## config.mk

```make
export PLATFORM = sky130hd
export DESIGN_NAME = ebtd_top
export DESIGN_NICKNAME = d
export VERILOG_FILES = /design/src/rtl/ebtd_pkg.sv /design/src/rtl/ebtd_obs_if.sv /design/src/rtl/ebtd_top.sv /design/src/rtl/ebtd_comparator.sv
export VERILOG_INCLUDE_DIRS = /design/src /design/src/rtl
export SDC_FILE = /design/constraint.sdc
export NUM_CORES = 1
export LEC_CHECK = 0
export BUFFER_PORTS_ARGS = -buffer_cell sky130_fd_sc_hd__buf_2
export CELL_PAD_IN_SITES_DETAIL_PLACEMENT = 0
export CELL_PAD_IN_SITES_GLOBAL_PLACEMENT = 2
export CORE_UTILIZATION = 40
export CTS_CLUSTER_DIAMETER = 50
export DETAILED_ROUTE_END_ITERATION = 7
export PLACE_DENSITY_LB_ADDON = 0.1
export SLEW_MARGIN = 20
export SYNTH_ARGS = -nofsm -noshare
export SYNTH_HDL_FRONTEND = slang
export SYNTH_SLANG_ARGS = --single-unit
```

## constraint.sdc

```tcl
create_clock -name CLOCK -period 4 [get_ports CLOCK]
set_input_delay 0.8 -clock CLOCK [delete_from_list [all_inputs] [get_ports CLOCK]]
set_output_delay 0.8 -clock CLOCK [all_outputs]
set_load 0.02 [all_outputs]
```

## src/rtl/ebtd_regs.svh

```systemverilog
`ifndef EBTD_REGS_SVH
`define EBTD_REGS_SVH

// byte offsets
`define EBTD_OFF_ADDR_CMP1 8'h00
`define EBTD_OFF_ADDR_CMP2 8'h04
`define EBTD_OFF_DATA_CMP1 8'h08
`define EBTD_OFF_DATA_CMP2 8'h0C
`define EBTD_OFF_TRACE_EN 8'h10
`define EBTD_OFF_SVC_CTRL 8'h14
`define EBTD_OFF_INJECT 8'h18
`define EBTD_OFF_CMP_CTRL 8'h1C
`define EBTD_OFF_STATUS 8'h20

`define EBTD_RESET_VALUE 32'h0000_0000

// address compare register fields
`define EBTD_AMASK_LSB 0
`define EBTD_AMASK_MSB 13
`define EBTD_AVAL_LSB 16
`define EBTD_AVAL_MSB 29

// service event break control fields
`define EBTD_SERVICED_MATCH_VALUE_LSB 3
`define EBTD_SERVICED_MATCH_VALUE_MSB 7
`define EBTD_SERVICED_MATCH_MASK_LSB 11
`define EBTD_SERVICED_MATCH_MASK_MSB 15
`define EBTD_UNITWR_LSB 17
`define EBTD_SRC_LSB 20
`define EBTD_ACT_W 3

// comparator control fields
`define EBTD_CMP_STRIDE 8
`define EBTD_CMP_OP_LSB 3
`define EBTD_TRACE_CLR_BIT 31

// comparator operand encodings
`define EBTD_OP_FETCH 3'h1
`define EBTD_OP_DADDR 3'h2
`define EBTD_OP_WDATA 3'h3
`define EBTD_OP_WBOTH 3'h4

// access size encodings
`define EBTD_SIZE_8 2'h0
`define EBTD_SIZE_24 2'h1
`define EBTD_SIZE_32 2'h2

`define EBTD_RESP_OKAY 2'h0
`define EBTD_RESP_SLVERR 2'h2

`endif

```

## src/rtl/ebtd_pkg.sv

```systemverilog
package ebtd_pkg;
   typedef enum logic [1:0] {
      EBTD_ACT_OFF,
      EBTD_ACT_BREAK,
      EBTD_ACT_WATCH
   } ebtd_action_t;
endpackage

```

## src/rtl/ebtd_obs_if.sv

```systemverilog
`timescale 1ns/1ps
interface ebtd_obs_if;
   logic fetch_valid;
   logic [13:0] fetch_addr;
   logic mem_valid;
   logic mem_write;
   logic [13:0] mem_addr;
   logic [1:0] mem_size;
   logic [31:0] mem_wdata;
   logic slot_switch;
   modport src (output fetch_valid, fetch_addr, mem_valid, mem_write, mem_addr, mem_size,
      mem_wdata, slot_switch);
   modport cmp (input fetch_valid, fetch_addr, mem_valid, mem_write, mem_addr, mem_size,
      mem_wdata, slot_switch);
endinterface

```

## src/rtl/ebtd_top.sv

```systemverilog
// What this block does
// - address match compares only mask-selected bits
// - data comparator address is word; any byte matches
// - data address compare ignores top two bits
// - address for fetch and data; data only data
// - write data compare width follows access size
// - one trace enable per unit, serviced checked
// - unit trace enables need trace mode or trigger
// - reserved field encoding acts like reset value
// - unit match uses masked value and mask fields
// - action field: off, break, reserved, watch; event
// - unit register write break halts after instruction
// - host request at service start halts before thread
// - link request at service start halts before thread
// - match latch at service start halts before thread
// - transition latch at service start halts before thread
// - injection writes while running are dropped
// - halted injection executes word; finish ignored
// - comparator and source breakpoints stop before the triggering instruction
// - slot switch data accesses never reach comparators; fetches still do
`timescale 1ns/1ps
`include "ebtd_regs.svh"
module ebtd_top #(
   parameter int ADDR_W = 8,
   parameter logic [31:0] FINISH_MASK = 32'hFFFF_0000,
   parameter logic [31:0] FINISH_VALUE = 32'hFFFF_0000
) (
   input wire logic CLOCK,
   input wire logic SRST,
   input wire logic [ADDR_W-1:0] AWADDR,
   input wire logic [2:0] AWPROT,
   input wire logic AWVALID,
   output logic AWREADY,
   input wire logic [31:0] WDATA,
   input wire logic [3:0] WSTRB,
   input wire logic WVALID,
   output logic WREADY,
   output logic [1:0] BRESP,
   output logic BVALID,
   input wire logic BREADY,
   input wire logic [ADDR_W-1:0] ARADDR,
   input wire logic [2:0] ARPROT,
   input wire logic ARVALID,
   output logic ARREADY,
   output logic [31:0] RDATA,
   output logic [1:0] RRESP,
   output logic RVALID,
   input wire logic RREADY,
   input wire logic FETCH_VALID,
   input wire logic [13:0] FETCH_ADDR,
   input wire logic MEM_VALID,
   input wire logic MEM_WRITE,
   input wire logic [13:0] MEM_ADDR,
   input wire logic [1:0] MEM_SIZE,
   input wire logic [31:0] MEM_WDATA,
   input wire logic SLOT_SWITCH_PHASE,
   input wire logic SERVICE_START,
   input wire logic [4:0] SERVICED_UNIT_REGISTER,
   input wire logic UNIT_REG_WRITE,
   input wire logic HOST_REQUEST,
   input wire logic LINK_REQUEST,
   input wire logic MATCH_LATCH_FIRST,
   input wire logic MATCH_LATCH_SECOND_BRANCH,
   input wire logic TRANSITION_LATCH_FIRST_BRANCH,
   input wire logic TRANSITION_LATCH_SECOND_BRANCH,
   input wire logic TRACE_MODE_FIELD_ON,
   input wire logic ENGINE_HALTED,
   output logic HALT_BEFORE_EXEC,
   output logic HALT_AFTER_EXEC,
   output logic EVENT_OUT_PIN,
   output logic WATCH_TRIGGER,
   output logic TRACE_ENABLE,
   output logic INJECT_VALID,
   output logic [31:0] INJECT_WORD
);
   localparam int NUM_CMP = 2;
   localparam int NUM_SRC = 4;

   if (ADDR_W < 6 || ADDR_W > 32) begin : g_addr_w_check
      $error("ebtd_top: ADDR_W must lie between 6 and 32");
   end

   logic [31:0] bp_address_compare [NUM_CMP];
   logic [31:0] bp_data_compare [NUM_CMP];
   logic [31:0] channel_trace_enables;
   logic [31:0] service_event_break_control;
   logic [31:0] comparator_control;
   logic trace_flag;

   logic aw_held;
   logic w_held;
   logic [ADDR_W-1:0] aw_addr;
   logic [31:0] w_data;
   logic [3:0] w_strb;
   logic wr_go;
   logic [ADDR_W-1:0] wr_addr;
   logic [31:0] rd_value;
   logic rd_known;

   logic [NUM_CMP-1:0] cmp_hit;
   logic [NUM_CMP-1:0] cmp_break;
   logic [NUM_CMP-1:0] cmp_watch;
   logic [NUM_CMP-1:0] cmp_event;
   logic [NUM_SRC-1:0] src_cond;
   logic [NUM_SRC-1:0] src_break;
   logic [NUM_SRC-1:0] src_watch;
   logic [NUM_SRC-1:0] src_event;
   logic unit_match;
   logic unitwr_fire;
   logic [4:0] serviced_match_value;
   logic [4:0] serviced_match_mask;
   ebtd_pkg::ebtd_action_t unitwr_act;
   logic any_watch;
   logic any_event;

   function automatic ebtd_pkg::ebtd_action_t decode_action(input logic [2:0] field);
      case (field[2:1])
         2'b01: decode_action = ebtd_pkg::EBTD_ACT_BREAK;
         2'b11: decode_action = ebtd_pkg::EBTD_ACT_WATCH;
         default: decode_action = ebtd_pkg::EBTD_ACT_OFF;
      endcase
   endfunction

   function automatic logic reg_at(input logic [ADDR_W-1:0] addr, input logic [7:0] off);
      reg_at = ((addr >> 2) == (ADDR_W'(off) >> 2));
   endfunction

   function automatic logic [31:0] merge_bytes(input logic [31:0] old, input logic [31:0] nw,
         input logic [3:0] strb);
      logic [31:0] res;
      res = old;
      for (int b = 0; b < 4; b++) begin
         if (strb[b]) begin
            res[8*b +: 8] = nw[8*b +: 8];
         end
      end
      merge_bytes = res;
   endfunction

   // axi4-lite write side: address and data may arrive in either order
   assign AWREADY = !aw_held && !BVALID;
   assign WREADY = !w_held && !BVALID;
   assign wr_go = aw_held && w_held && !BVALID;
   assign wr_addr = aw_addr;

   always_ff @(posedge CLOCK) begin
      if (SRST) begin
         aw_held <= 1'b0;
         aw_addr <= '0;
      end else if (AWVALID && AWREADY) begin
         aw_held <= 1'b1;
         aw_addr <= AWADDR;
      end else if (wr_go) begin
         aw_held <= 1'b0;
      end
   end

   always_ff @(posedge CLOCK) begin
      if (SRST) begin
         w_held <= 1'b0;
         w_data <= '0;
         w_strb <= '0;
      end else if (WVALID && WREADY) begin
         w_held <= 1'b1;
         w_data <= WDATA;
         w_strb <= WSTRB;
      end else if (wr_go) begin
         w_held <= 1'b0;
      end
   end

   always_ff @(posedge CLOCK) begin
      if (SRST) begin
         BVALID <= 1'b0;
         BRESP <= `EBTD_RESP_OKAY;
      end else if (wr_go) begin
         BVALID <= 1'b1;
         BRESP <= (reg_at(wr_addr, `EBTD_OFF_STATUS) || !rd_map(wr_addr)) ?
            `EBTD_RESP_SLVERR : `EBTD_RESP_OKAY;
      end else if (BREADY) begin
         BVALID <= 1'b0;
      end
   end

   function automatic logic rd_map(input logic [ADDR_W-1:0] addr);
      rd_map = reg_at(addr, `EBTD_OFF_ADDR_CMP1) || reg_at(addr, `EBTD_OFF_ADDR_CMP2) ||
         reg_at(addr, `EBTD_OFF_DATA_CMP1) || reg_at(addr, `EBTD_OFF_DATA_CMP2) ||
         reg_at(addr, `EBTD_OFF_TRACE_EN) || reg_at(addr, `EBTD_OFF_SVC_CTRL) ||
         reg_at(addr, `EBTD_OFF_INJECT) || reg_at(addr, `EBTD_OFF_CMP_CTRL) ||
         reg_at(addr, `EBTD_OFF_STATUS);
   endfunction

   // comparator registers
   for (genvar c = 0; c < NUM_CMP; c++) begin : g_cmp_regs
      always_ff @(posedge CLOCK) begin
         if (SRST) begin
            bp_address_compare[c] <= `EBTD_RESET_VALUE;
            bp_data_compare[c] <= `EBTD_RESET_VALUE;
         end else if (wr_go) begin
            if (reg_at(wr_addr, 8'(`EBTD_OFF_ADDR_CMP1 + 4 * c))) begin
               bp_address_compare[c] <= merge_bytes(bp_address_compare[c], w_data, w_strb);
            end
            if (reg_at(wr_addr, 8'(`EBTD_OFF_DATA_CMP1 + 4 * c))) begin
               bp_data_compare[c] <= merge_bytes(bp_data_compare[c], w_data, w_strb);
            end
         end
      end
   end

   always_ff @(posedge CLOCK) begin
      if (SRST) begin
         channel_trace_enables <= `EBTD_RESET_VALUE;
         service_event_break_control <= `EBTD_RESET_VALUE;
         comparator_control <= `EBTD_RESET_VALUE;
      end else if (wr_go) begin
         if (reg_at(wr_addr, `EBTD_OFF_TRACE_EN)) begin
            channel_trace_enables <= merge_bytes(channel_trace_enables, w_data, w_strb);
         end
         if (reg_at(wr_addr, `EBTD_OFF_SVC_CTRL)) begin
            service_event_break_control <= merge_bytes(service_event_break_control, w_data,
               w_strb);
         end
         if (reg_at(wr_addr, `EBTD_OFF_CMP_CTRL)) begin
            comparator_control <= merge_bytes(comparator_control, w_data, w_strb) &
               ~(32'h1 << `EBTD_TRACE_CLR_BIT);
         end
      end
   end

   // microinstruction injection; a running engine never sees it
   always_ff @(posedge CLOCK) begin
      if (SRST) begin
         INJECT_VALID <= 1'b0;
         INJECT_WORD <= `EBTD_RESET_VALUE;
      end else begin
         INJECT_VALID <= 1'b0;
         if (wr_go && reg_at(wr_addr, `EBTD_OFF_INJECT) && ENGINE_HALTED) begin
            INJECT_WORD <= merge_bytes(32'h0000_0000, w_data, w_strb);
            // a thread finish would end debug in mid-air, so it is dropped
            INJECT_VALID <= ((w_data & FINISH_MASK) != FINISH_VALUE);
         end
      end
   end

   // axi4-lite read side, one cycle to answer
   assign ARREADY = !RVALID;

   always_comb begin
      rd_value = 32'h0000_0000;
      rd_known = rd_map(ARADDR);
      for (int c = 0; c < NUM_CMP; c++) begin
         if (reg_at(ARADDR, 8'(`EBTD_OFF_ADDR_CMP1 + 4 * c))) begin
            rd_value = bp_address_compare[c];
         end
         if (reg_at(ARADDR, 8'(`EBTD_OFF_DATA_CMP1 + 4 * c))) begin
            rd_value = bp_data_compare[c];
         end
      end
      if (reg_at(ARADDR, `EBTD_OFF_TRACE_EN)) begin
         rd_value = channel_trace_enables;
      end
      if (reg_at(ARADDR, `EBTD_OFF_SVC_CTRL)) begin
         rd_value = service_event_break_control;
      end
      if (reg_at(ARADDR, `EBTD_OFF_CMP_CTRL)) begin
         rd_value = comparator_control;
      end
      if (reg_at(ARADDR, `EBTD_OFF_STATUS)) begin
         rd_value = {23'h0, SERVICED_UNIT_REGISTER, 2'h0, trace_flag, ENGINE_HALTED};
      end
   end

   always_ff @(posedge CLOCK) begin
      if (SRST) begin
         RVALID <= 1'b0;
         RDATA <= `EBTD_RESET_VALUE;
         RRESP <= `EBTD_RESP_OKAY;
      end else if (ARVALID && ARREADY) begin
         RVALID <= 1'b1;
         RDATA <= rd_value;
         RRESP <= rd_known ? `EBTD_RESP_OKAY : `EBTD_RESP_SLVERR;
      end else if (RREADY) begin
         RVALID <= 1'b0;
      end
   end

   // address and data comparators
   ebtd_obs_if obs ();
   assign obs.fetch_valid = FETCH_VALID;
   assign obs.fetch_addr = FETCH_ADDR;
   assign obs.mem_valid = MEM_VALID;
   assign obs.mem_write = MEM_WRITE;
   assign obs.mem_addr = MEM_ADDR;
   assign obs.mem_size = MEM_SIZE;
   assign obs.mem_wdata = MEM_WDATA;
   assign obs.slot_switch = SLOT_SWITCH_PHASE;

   for (genvar c = 0; c < NUM_CMP; c++) begin : g_cmp
      localparam int BASE = c * `EBTD_CMP_STRIDE;
      ebtd_pkg::ebtd_action_t act;
      ebtd_comparator u_cmp (
         .obs(obs),
         .addr_cfg(bp_address_compare[c]),
         .data_cfg(bp_data_compare[c]),
         .operand(comparator_control[BASE + `EBTD_CMP_OP_LSB +: 3]),
         .hit(cmp_hit[c])
      );
      assign act = decode_action(comparator_control[BASE +: `EBTD_ACT_W]);
      assign cmp_break[c] = cmp_hit[c] && act == ebtd_pkg::EBTD_ACT_BREAK;
      assign cmp_watch[c] = cmp_hit[c] && act == ebtd_pkg::EBTD_ACT_WATCH;
      assign cmp_event[c] = (cmp_break[c] || cmp_watch[c]) && comparator_control[BASE];
   end

   // serviced unit match and service start sources
   assign serviced_match_value = service_event_break_control[`EBTD_SERVICED_MATCH_VALUE_MSB:`EBTD_SERVICED_MATCH_VALUE_LSB];
   assign serviced_match_mask = service_event_break_control[`EBTD_SERVICED_MATCH_MASK_MSB:`EBTD_SERVICED_MATCH_MASK_LSB];
   assign unit_match = ((serviced_match_value & serviced_match_mask) ==
      (SERVICED_UNIT_REGISTER & serviced_match_mask));

   assign src_cond[0] = HOST_REQUEST;
   assign src_cond[1] = LINK_REQUEST;
   assign src_cond[2] = MATCH_LATCH_FIRST || MATCH_LATCH_SECOND_BRANCH;
   assign src_cond[3] = TRANSITION_LATCH_FIRST_BRANCH || TRANSITION_LATCH_SECOND_BRANCH;

   for (genvar s = 0; s < NUM_SRC; s++) begin : g_src
      localparam int LSB = `EBTD_SRC_LSB + s * `EBTD_ACT_W;
      ebtd_pkg::ebtd_action_t act;
      logic fire;
      assign act = decode_action(service_event_break_control[LSB +: `EBTD_ACT_W]);
      assign fire = SERVICE_START && unit_match && src_cond[s];
      assign src_break[s] = fire && act == ebtd_pkg::EBTD_ACT_BREAK;
      assign src_watch[s] = fire && act == ebtd_pkg::EBTD_ACT_WATCH;
      assign src_event[s] = (src_break[s] || src_watch[s]) && service_event_break_control[LSB];
   end

   assign unitwr_act = decode_action(
      service_event_break_control[`EBTD_UNITWR_LSB +: `EBTD_ACT_W]);
   assign unitwr_fire = UNIT_REG_WRITE && unit_match;

   // halts are combinational so the engine can stop ahead of the instruction
   assign HALT_BEFORE_EXEC = (|cmp_break) || (|src_break);
   assign HALT_AFTER_EXEC = unitwr_fire && unitwr_act == ebtd_pkg::EBTD_ACT_BREAK;

   assign any_watch = (|cmp_watch) || (|src_watch) ||
      (unitwr_fire && unitwr_act == ebtd_pkg::EBTD_ACT_WATCH);
   assign any_event = (|cmp_event) || (|src_event) ||
      (unitwr_fire && unitwr_act != ebtd_pkg::EBTD_ACT_OFF &&
      service_event_break_control[`EBTD_UNITWR_LSB]);

   // watchpoints only report; they never reach the halt outputs
   always_ff @(posedge CLOCK) begin
      if (SRST) begin
         WATCH_TRIGGER <= 1'b0;
         EVENT_OUT_PIN <= 1'b0;
      end else begin
         WATCH_TRIGGER <= any_watch;
         EVENT_OUT_PIN <= any_event;
      end
   end

   // trigger-started trace; a new trigger beats a clear in the same cycle
   always_ff @(posedge CLOCK) begin
      if (SRST) begin
         trace_flag <= 1'b0;
      end else if (any_watch) begin
         trace_flag <= 1'b1;
      end else if (wr_go && reg_at(wr_addr, `EBTD_OFF_CMP_CTRL) && w_strb[3] &&
            w_data[`EBTD_TRACE_CLR_BIT]) begin
         trace_flag <= 1'b0;
      end
   end

   always_ff @(posedge CLOCK) begin
      if (SRST) begin
         TRACE_ENABLE <= 1'b0;
      end else begin
         TRACE_ENABLE <= (TRACE_MODE_FIELD_ON || trace_flag) &&
            channel_trace_enables[SERVICED_UNIT_REGISTER];
      end
   end
endmodule

```

## src/rtl/ebtd_comparator.sv

```systemverilog
`timescale 1ns/1ps
`include "ebtd_regs.svh"
module ebtd_comparator (
   ebtd_obs_if.cmp obs,
   input wire logic [31:0] addr_cfg,
   input wire logic [31:0] data_cfg,
   input wire logic [2:0] operand,
   output logic hit
);
   logic [13:0] bp_address_mask;
   logic [13:0] bp_address_value;
   logic fetch_hit;
   logic daddr_hit;
   logic wdata_hit;
   logic mem_seen;

   assign bp_address_mask = addr_cfg[`EBTD_AMASK_MSB:`EBTD_AMASK_LSB];
   assign bp_address_value = addr_cfg[`EBTD_AVAL_MSB:`EBTD_AVAL_LSB];

   // only fetch matching uses all fourteen compare bits
   assign fetch_hit = obs.fetch_valid &&
      ((bp_address_value & bp_address_mask) == (obs.fetch_addr & bp_address_mask));

   // word compare, so any byte inside the word matches; top two bits dropped
   assign daddr_hit = ((bp_address_value[11:0] & bp_address_mask[11:0]) ==
      (obs.mem_addr[13:2] & bp_address_mask[11:0]));

   // slot switch data accesses never reach the comparators; fetch matching is not gated
   assign mem_seen = obs.mem_valid && !obs.slot_switch;

   always_comb begin
      case (obs.mem_size)
         `EBTD_SIZE_8: wdata_hit = (data_cfg[31:24] == obs.mem_wdata[31:24]);
         `EBTD_SIZE_24: wdata_hit = (data_cfg[23:0] == obs.mem_wdata[23:0]);
         `EBTD_SIZE_32: wdata_hit = (data_cfg == obs.mem_wdata);
         default: wdata_hit = 1'b0;
      endcase
   end

   always_comb begin
      case (operand)
         `EBTD_OP_FETCH: hit = fetch_hit;
         `EBTD_OP_DADDR: hit = mem_seen && daddr_hit;
         `EBTD_OP_WDATA: hit = mem_seen && obs.mem_write && wdata_hit;
         `EBTD_OP_WBOTH: hit = mem_seen && obs.mem_write && wdata_hit && daddr_hit;
         default: hit = 1'b0;
      endcase
   end
endmodule

```

==> results.cfg, run 1 <==
[clocking]
tritoncts = built
postCtsSetupRepairBufs = 0
root_buffer = clkbuf_16
clock_path_buffers = 3
cts_repair_resize_count = 0
cts.clk_slew.worst_paths_ps = 60
hold_buffers = 0
cts-buffers-inserted = 41
cts.sinks = 340
clkLatencyLatePin_ps = 570
htreeDepth = 2

[floorplanning]
die_height_um = 203
ios = 225
die_area_sq_mm = 0.0413
fp.coreArea_sq_mm = 0.0398
row_count = 73
initial_core_util_pct = 40.7
die-width_um = 203

[hold_path]
hold_depth = 2
worstHoldEndpoint = RVALID$_SDFFE_PP0P_
hold_class = in -> reg
min-delay-start = RREADY

[sta]
worstMarginPinSlew_ps = 957
slew_headroom_pct = 36.0
fmax_mhz = 271
finalHoldViolCount = 0
tns_ps = 0
period_minus_slack_ps = 3700
report.final.slew_viol_count = 0
final-setup-viol-count = 0
rsz0062_at_grt = false
hold_ws_ps = 436
fin_skew_ps = 25.3
fin_crit_sh_pct = 92.4

[grt]
grt_pass1_vias = 12700
overflow = 0
grt_antenna_before_repair = 2
grt_max_degree = 75
grt_usage_pct = 27.9
grt_pass1_wl_mm = 84.3

[flow_run]
max-cap-violations = 0

[logic_synthesis]
synthDistinctLibCells = 61
ys_ff_latch = 340
yosysWarnings = 0
synth_common_cells = dfxtp_1, mux2i_1, nor2_1
syn_avg_cell_area_sq_um = 10.0
syn_area_sq_mm = 0.0162
synth.most_common_cell = dfxtp_1
ys_top_cells_by_area = dfxtp_1, edfxtp_1, mux2i_1, xor2_1, and2_1
syn-instance-count = 1615
async_flop_share_pct = 0
yosys.area.top_type = dfxtp_1
synth_ff_type = dfxtp_1
seq_area_frac_synth_pct = 49.9
synth_top_area_share_pct = 26.2
synth-edff-count = 128

[detailed_routing]
avgRoutedWirePerCell_um = 24.6
vias = 12900
wl_mm = 57.8
drtIter0Drc = 929
drc = 0
first_pass_iters = 5
viasPerCell = 5.49
ant_nets = 0

[critical_path]
slowest_delay_ps = 450
reg2reg_to = bp_data_compare[1][13]$_SDFFCE_PN0P_
ff2ff_path_depth = 5
r2r_start = aw_addr[5]$_SDFFE_PP0P_
cp_num_buf_inv = 3
slowest_stage = edfxtp_1
start_kind = flop
r2r_setup_slack_ps = 1240
path_cells = xnor2_1, nand3_1, nor4_1, buf_4, o211ai_1, a31oi_1, buf_4, nor2_1, o211ai_1, buf_2
critical-path-top-delay-family = buffers and inverters
end_kind = output port
crit_cells = 10
worstPathArrival_ps = 2900
crit_fanout = 3
crit_type = reg -> out
cp.required_ps = 3200

[power]
p_leak_nw = 8.03
vdd_drop_max_mv = 0.255
power_density_mw_per_mm2 = 441

[finish]
fin_nets = 1941
antenna_cells = 0
layout.cells.non_filler = 2351
area_growth_pct = 18.4
drive_gt1_share_pct = 19.0

[place]
io_buffers = 210
hpwlAfterDp_mm = 43.7
place.gp.congestion = 1.03
placed_cells = 2277

[outcome]
status = completed
-- metal layers --
| metal | wire, um | global-route usage, % |
|---|---|---|
| met2 | 25200 | 42.3 |
| met4 | 1300 | 7.92 |
| met5 | 31 | 0 |
| met3 | 4470 | 5.77 |
| met1 | 26800 | 39.9 |
-- power by group --
part	internal, mW	switching, mW
Clock	2.41	1.52
Sequential	3.69	0.178
Combinational	0.240	0.419
Total	6.33	2.12
-- stage by stage --
step	area, sq um	util, %	worst slack, ps	total power [mW]
3_5_place_dp	17700	44.6	387	4.59
4_1_cts	19200	48.2	279	8.50
5_1_grt	19200	48.2	165	8.69
3_3_place_gp	17700	44.6	412	4.59
6_report	19200	48.2	304	8.45
2_1_floorplan	16200	-	996	4.24
-- flip-flops by register name, indices dropped and copies added (netlist names), 4 cells and up --
signal,count
bp_address_compare,64
bp_data_compare,64
INJECT_WORD,32
RDATA,32
channel_trace_enables,32
service_event_break_control,32
w_data,32
comparator_control,31
aw_addr,6
w_strb,4
-- worst max-delay path by stage --
stage | startpoint | endpoint
after floorplan | MEM_ADDR[2] | HALT_BEFORE_EXEC
after global placement | MEM_WDATA[13] | HALT_BEFORE_EXEC
after detailed placement | MEM_WDATA[13] | HALT_BEFORE_EXEC
after CTS | bp_data_compare[0][29]$_SDFFCE_PN0P_ | HALT_BEFORE_EXEC
after global routing | bp_data_compare[0][25]$_SDFFCE_PN0P_ | HALT_BEFORE_EXEC
final | bp_data_compare[1][31]$_SDFFCE_PN0P_ | HALT_BEFORE_EXEC
-- cell type report --
cell class,instances,area (sq um)
clock buffer,56,1220
clock inverter,18,211
fill,3875,20600
inverter,7,26.3
multi-input combinational,1158,7640
sequential,340,8090
tap,525,657
timing repair buffer,247,1340
-- kinds of logic after synthesis --
group,count (synthesis),synth area share [%]
flip-flops,340,49.9
multiplexers,195,12.8
AO/OA/AOI/OAI,270,10.3
other,1,0.0232
XOR/XNOR,121,6.54
buffers and inverters,118,3.01
AND/OR/NAND/NOR,570,17.3
-- worst register-to-register path, delay by kind of cell, from the launching register on --
kind | cells | cell delay (ps)
compound gates | 1 | 500
simple gates | 4 | 1590
flops | 1 | 310
-- cell usage in the layout, fill, tap and decap left out, types with 38 or more instances in the layout --
master,count
clkbuf_16,43
and2_1,130
nor2_1,168
mux2i_1,184
edfxtp_1,128
nand3_1,52
o21ai_0,38
a21oi_1,102
xor2_1,93
dfxtp_1,212
buf_2,209
nand2_1,134
Power figures use the tool's default switching activity.
==> inputs of run 2 (changes only) <==
ABC_AREA = 1   (was default)
CORE_UTILIZATION = 36   (was 40)
REMOVE_ABC_BUFFERS = 1   (was default)
==> run 2 against run 1 <==
Utilization is 4.3 points lower. Global-route usage is 0.46 points lower. Via count is 21% higher. Area after synthesis is 0.43% higher. Sequential share of layout area is 0.66 points lower. Register-to-register slack hardly changed. Final cell count is 26% higher. Non-clock buffer count is 19 higher. Hold slack better by 20 ps. Largest cell class unchanged. Highest routed layer is now met4.
==> results.cfg, run 2 <==
[finish]
reg_top3 = bp_address_compare: 64 flops, bp_data_compare: 64 flops
antenna_cells = 0
fin_nets = 2470
layout_commonest_cell = nand2_1
layout_common_cells = nand2_1, a21oi_1, nor2_1
drive_gt1_share_pct = 16.5
design_area_sq_mm = 0.0195
area_growth_pct = 19.8

[floorplanning]
die-width_um = 215
row_count = 77
die_area_sq_mm = 0.0460
die_height_um = 215
ios = 225
fp.coreArea_sq_mm = 0.0444
initial_core_util_pct = 36.6

[clocking]
clock_path_buffers = 3
htreeDepth = 2
cts_repair_resize_count = 0
root_buffer = clkbuf_16
cts-buffers-inserted = 44
cts.sinks = 340
clkLatencyLatePin_ps = 590
postCtsSetupRepairBufs = 0
tritoncts = built
cts.clk_slew.worst_paths_ps = 60
hold_buffers = 0

[power]
netSwitchingFraction_pct = 26.5
power_frac_seq_pct = 45.3
power_frac_comb_pct = 8.8
total_power_mw = 8.29
power_density_mw_per_mm2 = 425
vdd_drop_max_mv = 0.271
clkPwrFrac_pct = 45.9
p_leak_nw = 8.15
netSwitchingPower_mw = 2.20
power.internal_mw = 6.09

[detailed_routing]
vias = 15600
viasPerCell = 5.27
wl_met1_mm = 30.8
avgRoutedWirePerCell_um = 21.8
top_layer = met4
ant_nets = 0
wl_met3_mm = 4.08
wl_mm = 64.3
drtIter0Drc = 1255
drc = 0
first_pass_iters = 5
wl_met2_mm = 28.5

[outcome]
status = completed

[logic_synthesis]
synth-edff-count = 128
synthDistinctLibCells = 45
syn-instance-count = 2103
ys_ff_latch = 340
synth_top_area_share_pct = 26.1
syn_avg_cell_area_sq_um = 7.74
syn_area_sq_mm = 0.0163
synth.most_common_cell = nand2_1
async_flop_share_pct = 0
synth_common_cells = nand2_1, a21oi_1, nor2_1
ys_top_cells_by_area = dfxtp_1, edfxtp_1, nand2_1, a21oi_1, o21ai_0
seq_area_frac_synth_pct = 49.7
yosysWarnings = 0
yosys.area.top_type = dfxtp_1
synth_ff_type = dfxtp_1

[sta]
report.final.slew_viol_count = 0
tns_ps = 0
worstMarginPinSlew_ps = 973
final-setup-viol-count = 0
rsz0062_at_grt = false
hold_ws_ps = 456
fmax_mhz = 272
period_minus_slack_ps = 3680
slew_headroom_pct = 35.0
finalHoldViolCount = 0
fin_skew_ps = 18.7
fin_crit_sh_pct = 91.9

[critical_path]
r2r_setup_slack_ps = 1240
start_kind = flop
crit_fanout = 2
worstPathArrival_ps = 2880
crit_type = reg -> out
end_kind = output port
cp.required_ps = 3200

[grt]
grt_usage_pct = 27.4
grt_antenna_before_repair = 0
grt_max_degree = 68
grt_pass1_wl_mm = 93.2
overflow = 0
grt_pass1_vias = 14400

[place]
hpwlAfterDp_mm = 47.4
io_buffers = 210
placed_area_sq_mm = 0.0181
place.gp.congestion = 0.914

[hold_path]
hold_class = reg -> reg

[flow_run]
max-cap-violations = 0
[run 2: cell types whose count changed after synthesis, moves of 23 or more]
| cell | previous run | this run |
|---|---|---|
| a21oi_1 | 102 | 280 |
| inv_1 | 7 | 212 |
| xor2_1 | 93 | 9 |
| nand3_1 | 52 | 75 |
| xnor2_1 | 28 | 5 |
| and2_1 | 130 | 1 |
| nand2_1 | 134 | 442 |
| mux2i_1 | 184 | 0 |
| clkbuf_1 | 84 | 57 |
| o21ai_0 | 38 | 221 |
| nor2_1 | 168 | 236 |
[run 2: cell type report]
| class | count | area [sq um] |
|---|---|---|
| clock buffer | 60 | 1210 |
| clock inverter | 21 | 178 |
| fill | 4656 | 24900 |
| inverter | 220 | 833 |
| multi-input combinational | 1452 | 6960 |
| sequential | 340 | 8090 |
| tap | 592 | 741 |
| timing repair buffer | 266 | 1470 |
[run 2: path summary, 6_finish.rpt]
check / startpoint / to / cells after the start
worst max register to register: w_held$_SDFFE_PP0P_ / bp_address_compare[0][11]$_SDFFCE_PN0P_ / 7
worst max-delay path: bp_data_compare[1][16]$_SDFFCE_PN0P_ / HALT_BEFORE_EXEC / 14
worst min-delay path: w_data[9]$_SDFFE_PP0P_ / INJECT_WORD[9]$_SDFFE_PP0P_ / 2
worst min register to register: w_data[9]$_SDFFE_PP0P_ / INJECT_WORD[9]$_SDFFE_PP0P_ / 2
[run 2: critical path, stage by stage, from the launching register on]
cell	delay, ps
edfxtp_1	400
nand2_1	80
nand2_1	50
nor2_1	110
nand2_1	100
nor2_1	420
nand3_1	150
nand2_1	120
nand2_1	60
nand2_1	70
nand2_1	50
nand2_1	100
nand3b_1	140
o211ai_1	190
buf_2	240
[run 2: cell families (layout without fill, tap and decap cells)]
kind of cell,after synthesis,in the layout,share of synthesized area (%)
AND/OR/NAND/NOR,847,847,21.9
AO/OA/AOI/OAI,589,589,20.0
flip-flops,340,340,49.7
buffers and inverters,312,567,7.64
XOR/XNOR,14,14,0.754
other,1,2,0.0231
[run 2: power groups by stage]
stage	registers [mW]	clock network (mW)	logic, mW
floorplan	3.82	0	0.356
global placement	3.83	0	0.726
detailed placement	3.83	0	0.729
CTS	3.76	3.86	0.731
global route	3.77	4.00	0.799
finish	3.76	3.80	0.732
[run 2: routing by layer]
layer	global-route usage, %	vias to the layer above
met1	40.3	7434
met3	3.15	71
met2	43.0	514
li1	-	7543
met5	0	-
met4	6.10	0
[run 2: metrics by stage]
stage / utilization [%] / setup WS (ps) / instances
floorplan: - / 261 / 2012
finish: 43.9 / 324 / 2951
CTS: 43.9 / 353 / 2951
detailed placement: 40.7 / 438 / 2870
global route: 43.9 / 177 / 2951
global placement: 40.7 / 464 / 2870
==> inputs of run 3 (changes only) <==
CORE_MARGIN = 3   (was default)
==> run 3 against run 2 <==
Final cell count increased by 0.30%. Design area increased by 0.98%. Via count about the same. Wire length increased by 0.71%. Sequential share of layout area down 0.40 points. Global-route usage fell by 0.85 points. Power rose by 4.3%. Clock power up 9.5%. Register-to-register slack gained 100 ps. Critical path type unchanged. Critical endpoint unchanged. Largest cell class unchanged. Largest power group unchanged. Highest routed layer is now met5.
==> results.cfg, run 3 (synthesized netlist as in run 2, its figures left out) <==
[outcome]
status = completed

[finish]
area_growth_pct = 21.0
layout_commonest_cell = nand2_1
fin_nets = 2476
drive_gt1_share_pct = 16.9
nFillCells = 4556
seq_area_sq_mm = 0.00809
multiInputGateArea_sq_mm = 0.00697
layout_common_cells = nand2_1, a21oi_1, nor2_1
reg_top3 = bp_address_compare: 64 flops, bp_data_compare: 64 flops
design_area_sq_mm = 0.0197

[detailed_routing]
vias = 15500
wl_mm = 64.7
avgRoutedWirePerCell_um = 21.9
viasPerCell = 5.25
drc = 0
ant_nets = 0
first_pass_iters = 5
drtIter0Drc = 1321

[grt]
overflow = 0
grt_pass1_wl_mm = 93.5
grt_max_degree = 57
grt_pass1_vias = 14500
grt_usage_pct = 26.6
grt_antenna_before_repair = 2

[critical_path]
slowest_stage = edfxtp_1
cp.required_ps = 3200
start_kind = flop
path_cells = xnor2_1, nand2_1, nor2_1, nand2_1, a21oi_1, nand2_1, nand2_1, nand2_1, nand2_1, nand2_1, o211ai_1, buf_2
crit_fanout = 3
cp_common_cell = nand2_1
critical-path-top-delay-family = simple AND/OR/NAND/NOR gates
crit_type = reg -> out
cp_num_buf_inv = 1
end_kind = output port
worstPathArrival_ps = 2850
slowest_delay_ps = 510

[clocking]
clock_path_buffers = 3
cts.clk_slew.worst_paths_ps = 60
postCtsSetupRepairBufs = 0
cts-buffers-inserted = 46
cts.sinks = 340
cts_repair_resize_count = 0
clkLatencyLatePin_ps = 580
htreeDepth = 2
tritoncts = built
hold_buffers = 0
root_buffer = clkbuf_16

[place]
hpwlAfterDp_mm = 48.0
place.gp.congestion = 0.930
io_buffers = 210
placed_area_sq_mm = 0.0181
post-place-ws_ps = 483

[hold_path]
hold_class = reg -> reg

[floorplanning]
die_area_sq_mm = 0.0478
initial_core_util_pct = 36.6
ios = 225
die_height_um = 219
die-width_um = 219
row_count = 77
fp.coreArea_sq_mm = 0.0444

[sta]
rsz0062_at_grt = false
fin_crit_sh_pct = 91.3
worstMarginPinSlew_ps = 1120
fin_skew_ps = 17.0
tns_ps = 0
fmax_mhz = 274
final-setup-viol-count = 0
period_minus_slack_ps = 3650
report.final.slew_viol_count = 0
finalHoldViolCount = 0
setup_ws_ps = 346
slew_headroom_pct = 24.6

[flow_run]
max-cap-violations = 0

[power]
power_density_mw_per_mm2 = 440
p_leak_nw = 8.25
vdd_drop_max_mv = 0.327
-- run 3: metrics by stage --
| step | total power [mW] | instances | hold slack (ps) | utilization, % |
|---|---|---|---|---|
| floorplan | 4.17 | 2012 | 434 | - |
| global placement | 4.55 | 2874 | 447 | 40.8 |
| detailed placement | 4.56 | 2874 | 454 | 40.8 |
| CTS | 8.73 | 2959 | 452 | 44.3 |
| global route | 8.94 | 2959 | 479 | 44.3 |
| finish | 8.65 | 2960 | 458 | 44.3 |
-- run 3: layout make-up --
type                       instances  share of cell area, %
antenna                            1                 0.0127
sequential                       340                   41.1
timing repair buffer             270                   7.63
multi-input combinational       1452                   35.4
inverter                         220                   4.24
clock inverter                    19                   1.01
clock buffer                      66                   6.83
tap                              592                   3.76
-- run 3: worst paths after layout --
check / depth (start not counted) / start / to / slack, ps
worst min register to register: 2 / w_data[9]$_SDFFE_PP0P_ / INJECT_WORD[9]$_SDFFE_PP0P_ / 460
worst max register to register: 7 / w_held$_SDFFE_PP0P_ / bp_address_compare[1][5]$_SDFFCE_PN0P_ / 1340
worst min-delay path: 2 / w_data[9]$_SDFFE_PP0P_ / INJECT_WORD[9]$_SDFFE_PP0P_ / 460
worst max-delay path: 12 / bp_data_compare[0][30]$_SDFFCE_PN0P_ / HALT_BEFORE_EXEC / 350
-- run 3: worst reg2reg max path, stage by stage, from the launching register on --
cell and delay (ps):
dfxtp_1 360, nand2_1 70, nor2_2 210, inv_2 220, nor4_4 290, nand2_1 590
o21ai_0 360, buf_4 250
-- run 3: per-layer routing --
layer | vias up | wire length (um) | part of all wire (%) | global-route usage (%)
met5 | - | 27 | 0.042 | 0
met4 | 4 | 2030 | 3.1 | 9.74
met3 | 112 | 4610 | 7.1 | 5.30
met2 | 541 | 27900 | 43 | 40.1
met1 | 7346 | 30200 | 47 | 37.7
li1 | 7545 | - | - | -
-- run 3: power by group --
part           switching (mW)  leakage, nW  internal (mW)  total (mW)
sequential             0.0730         3.04           3.68        3.76
combinational           0.531         4.46          0.201       0.732
clock                    1.62        0.754           2.54        4.16
total                    2.22         8.25           6.43        8.65
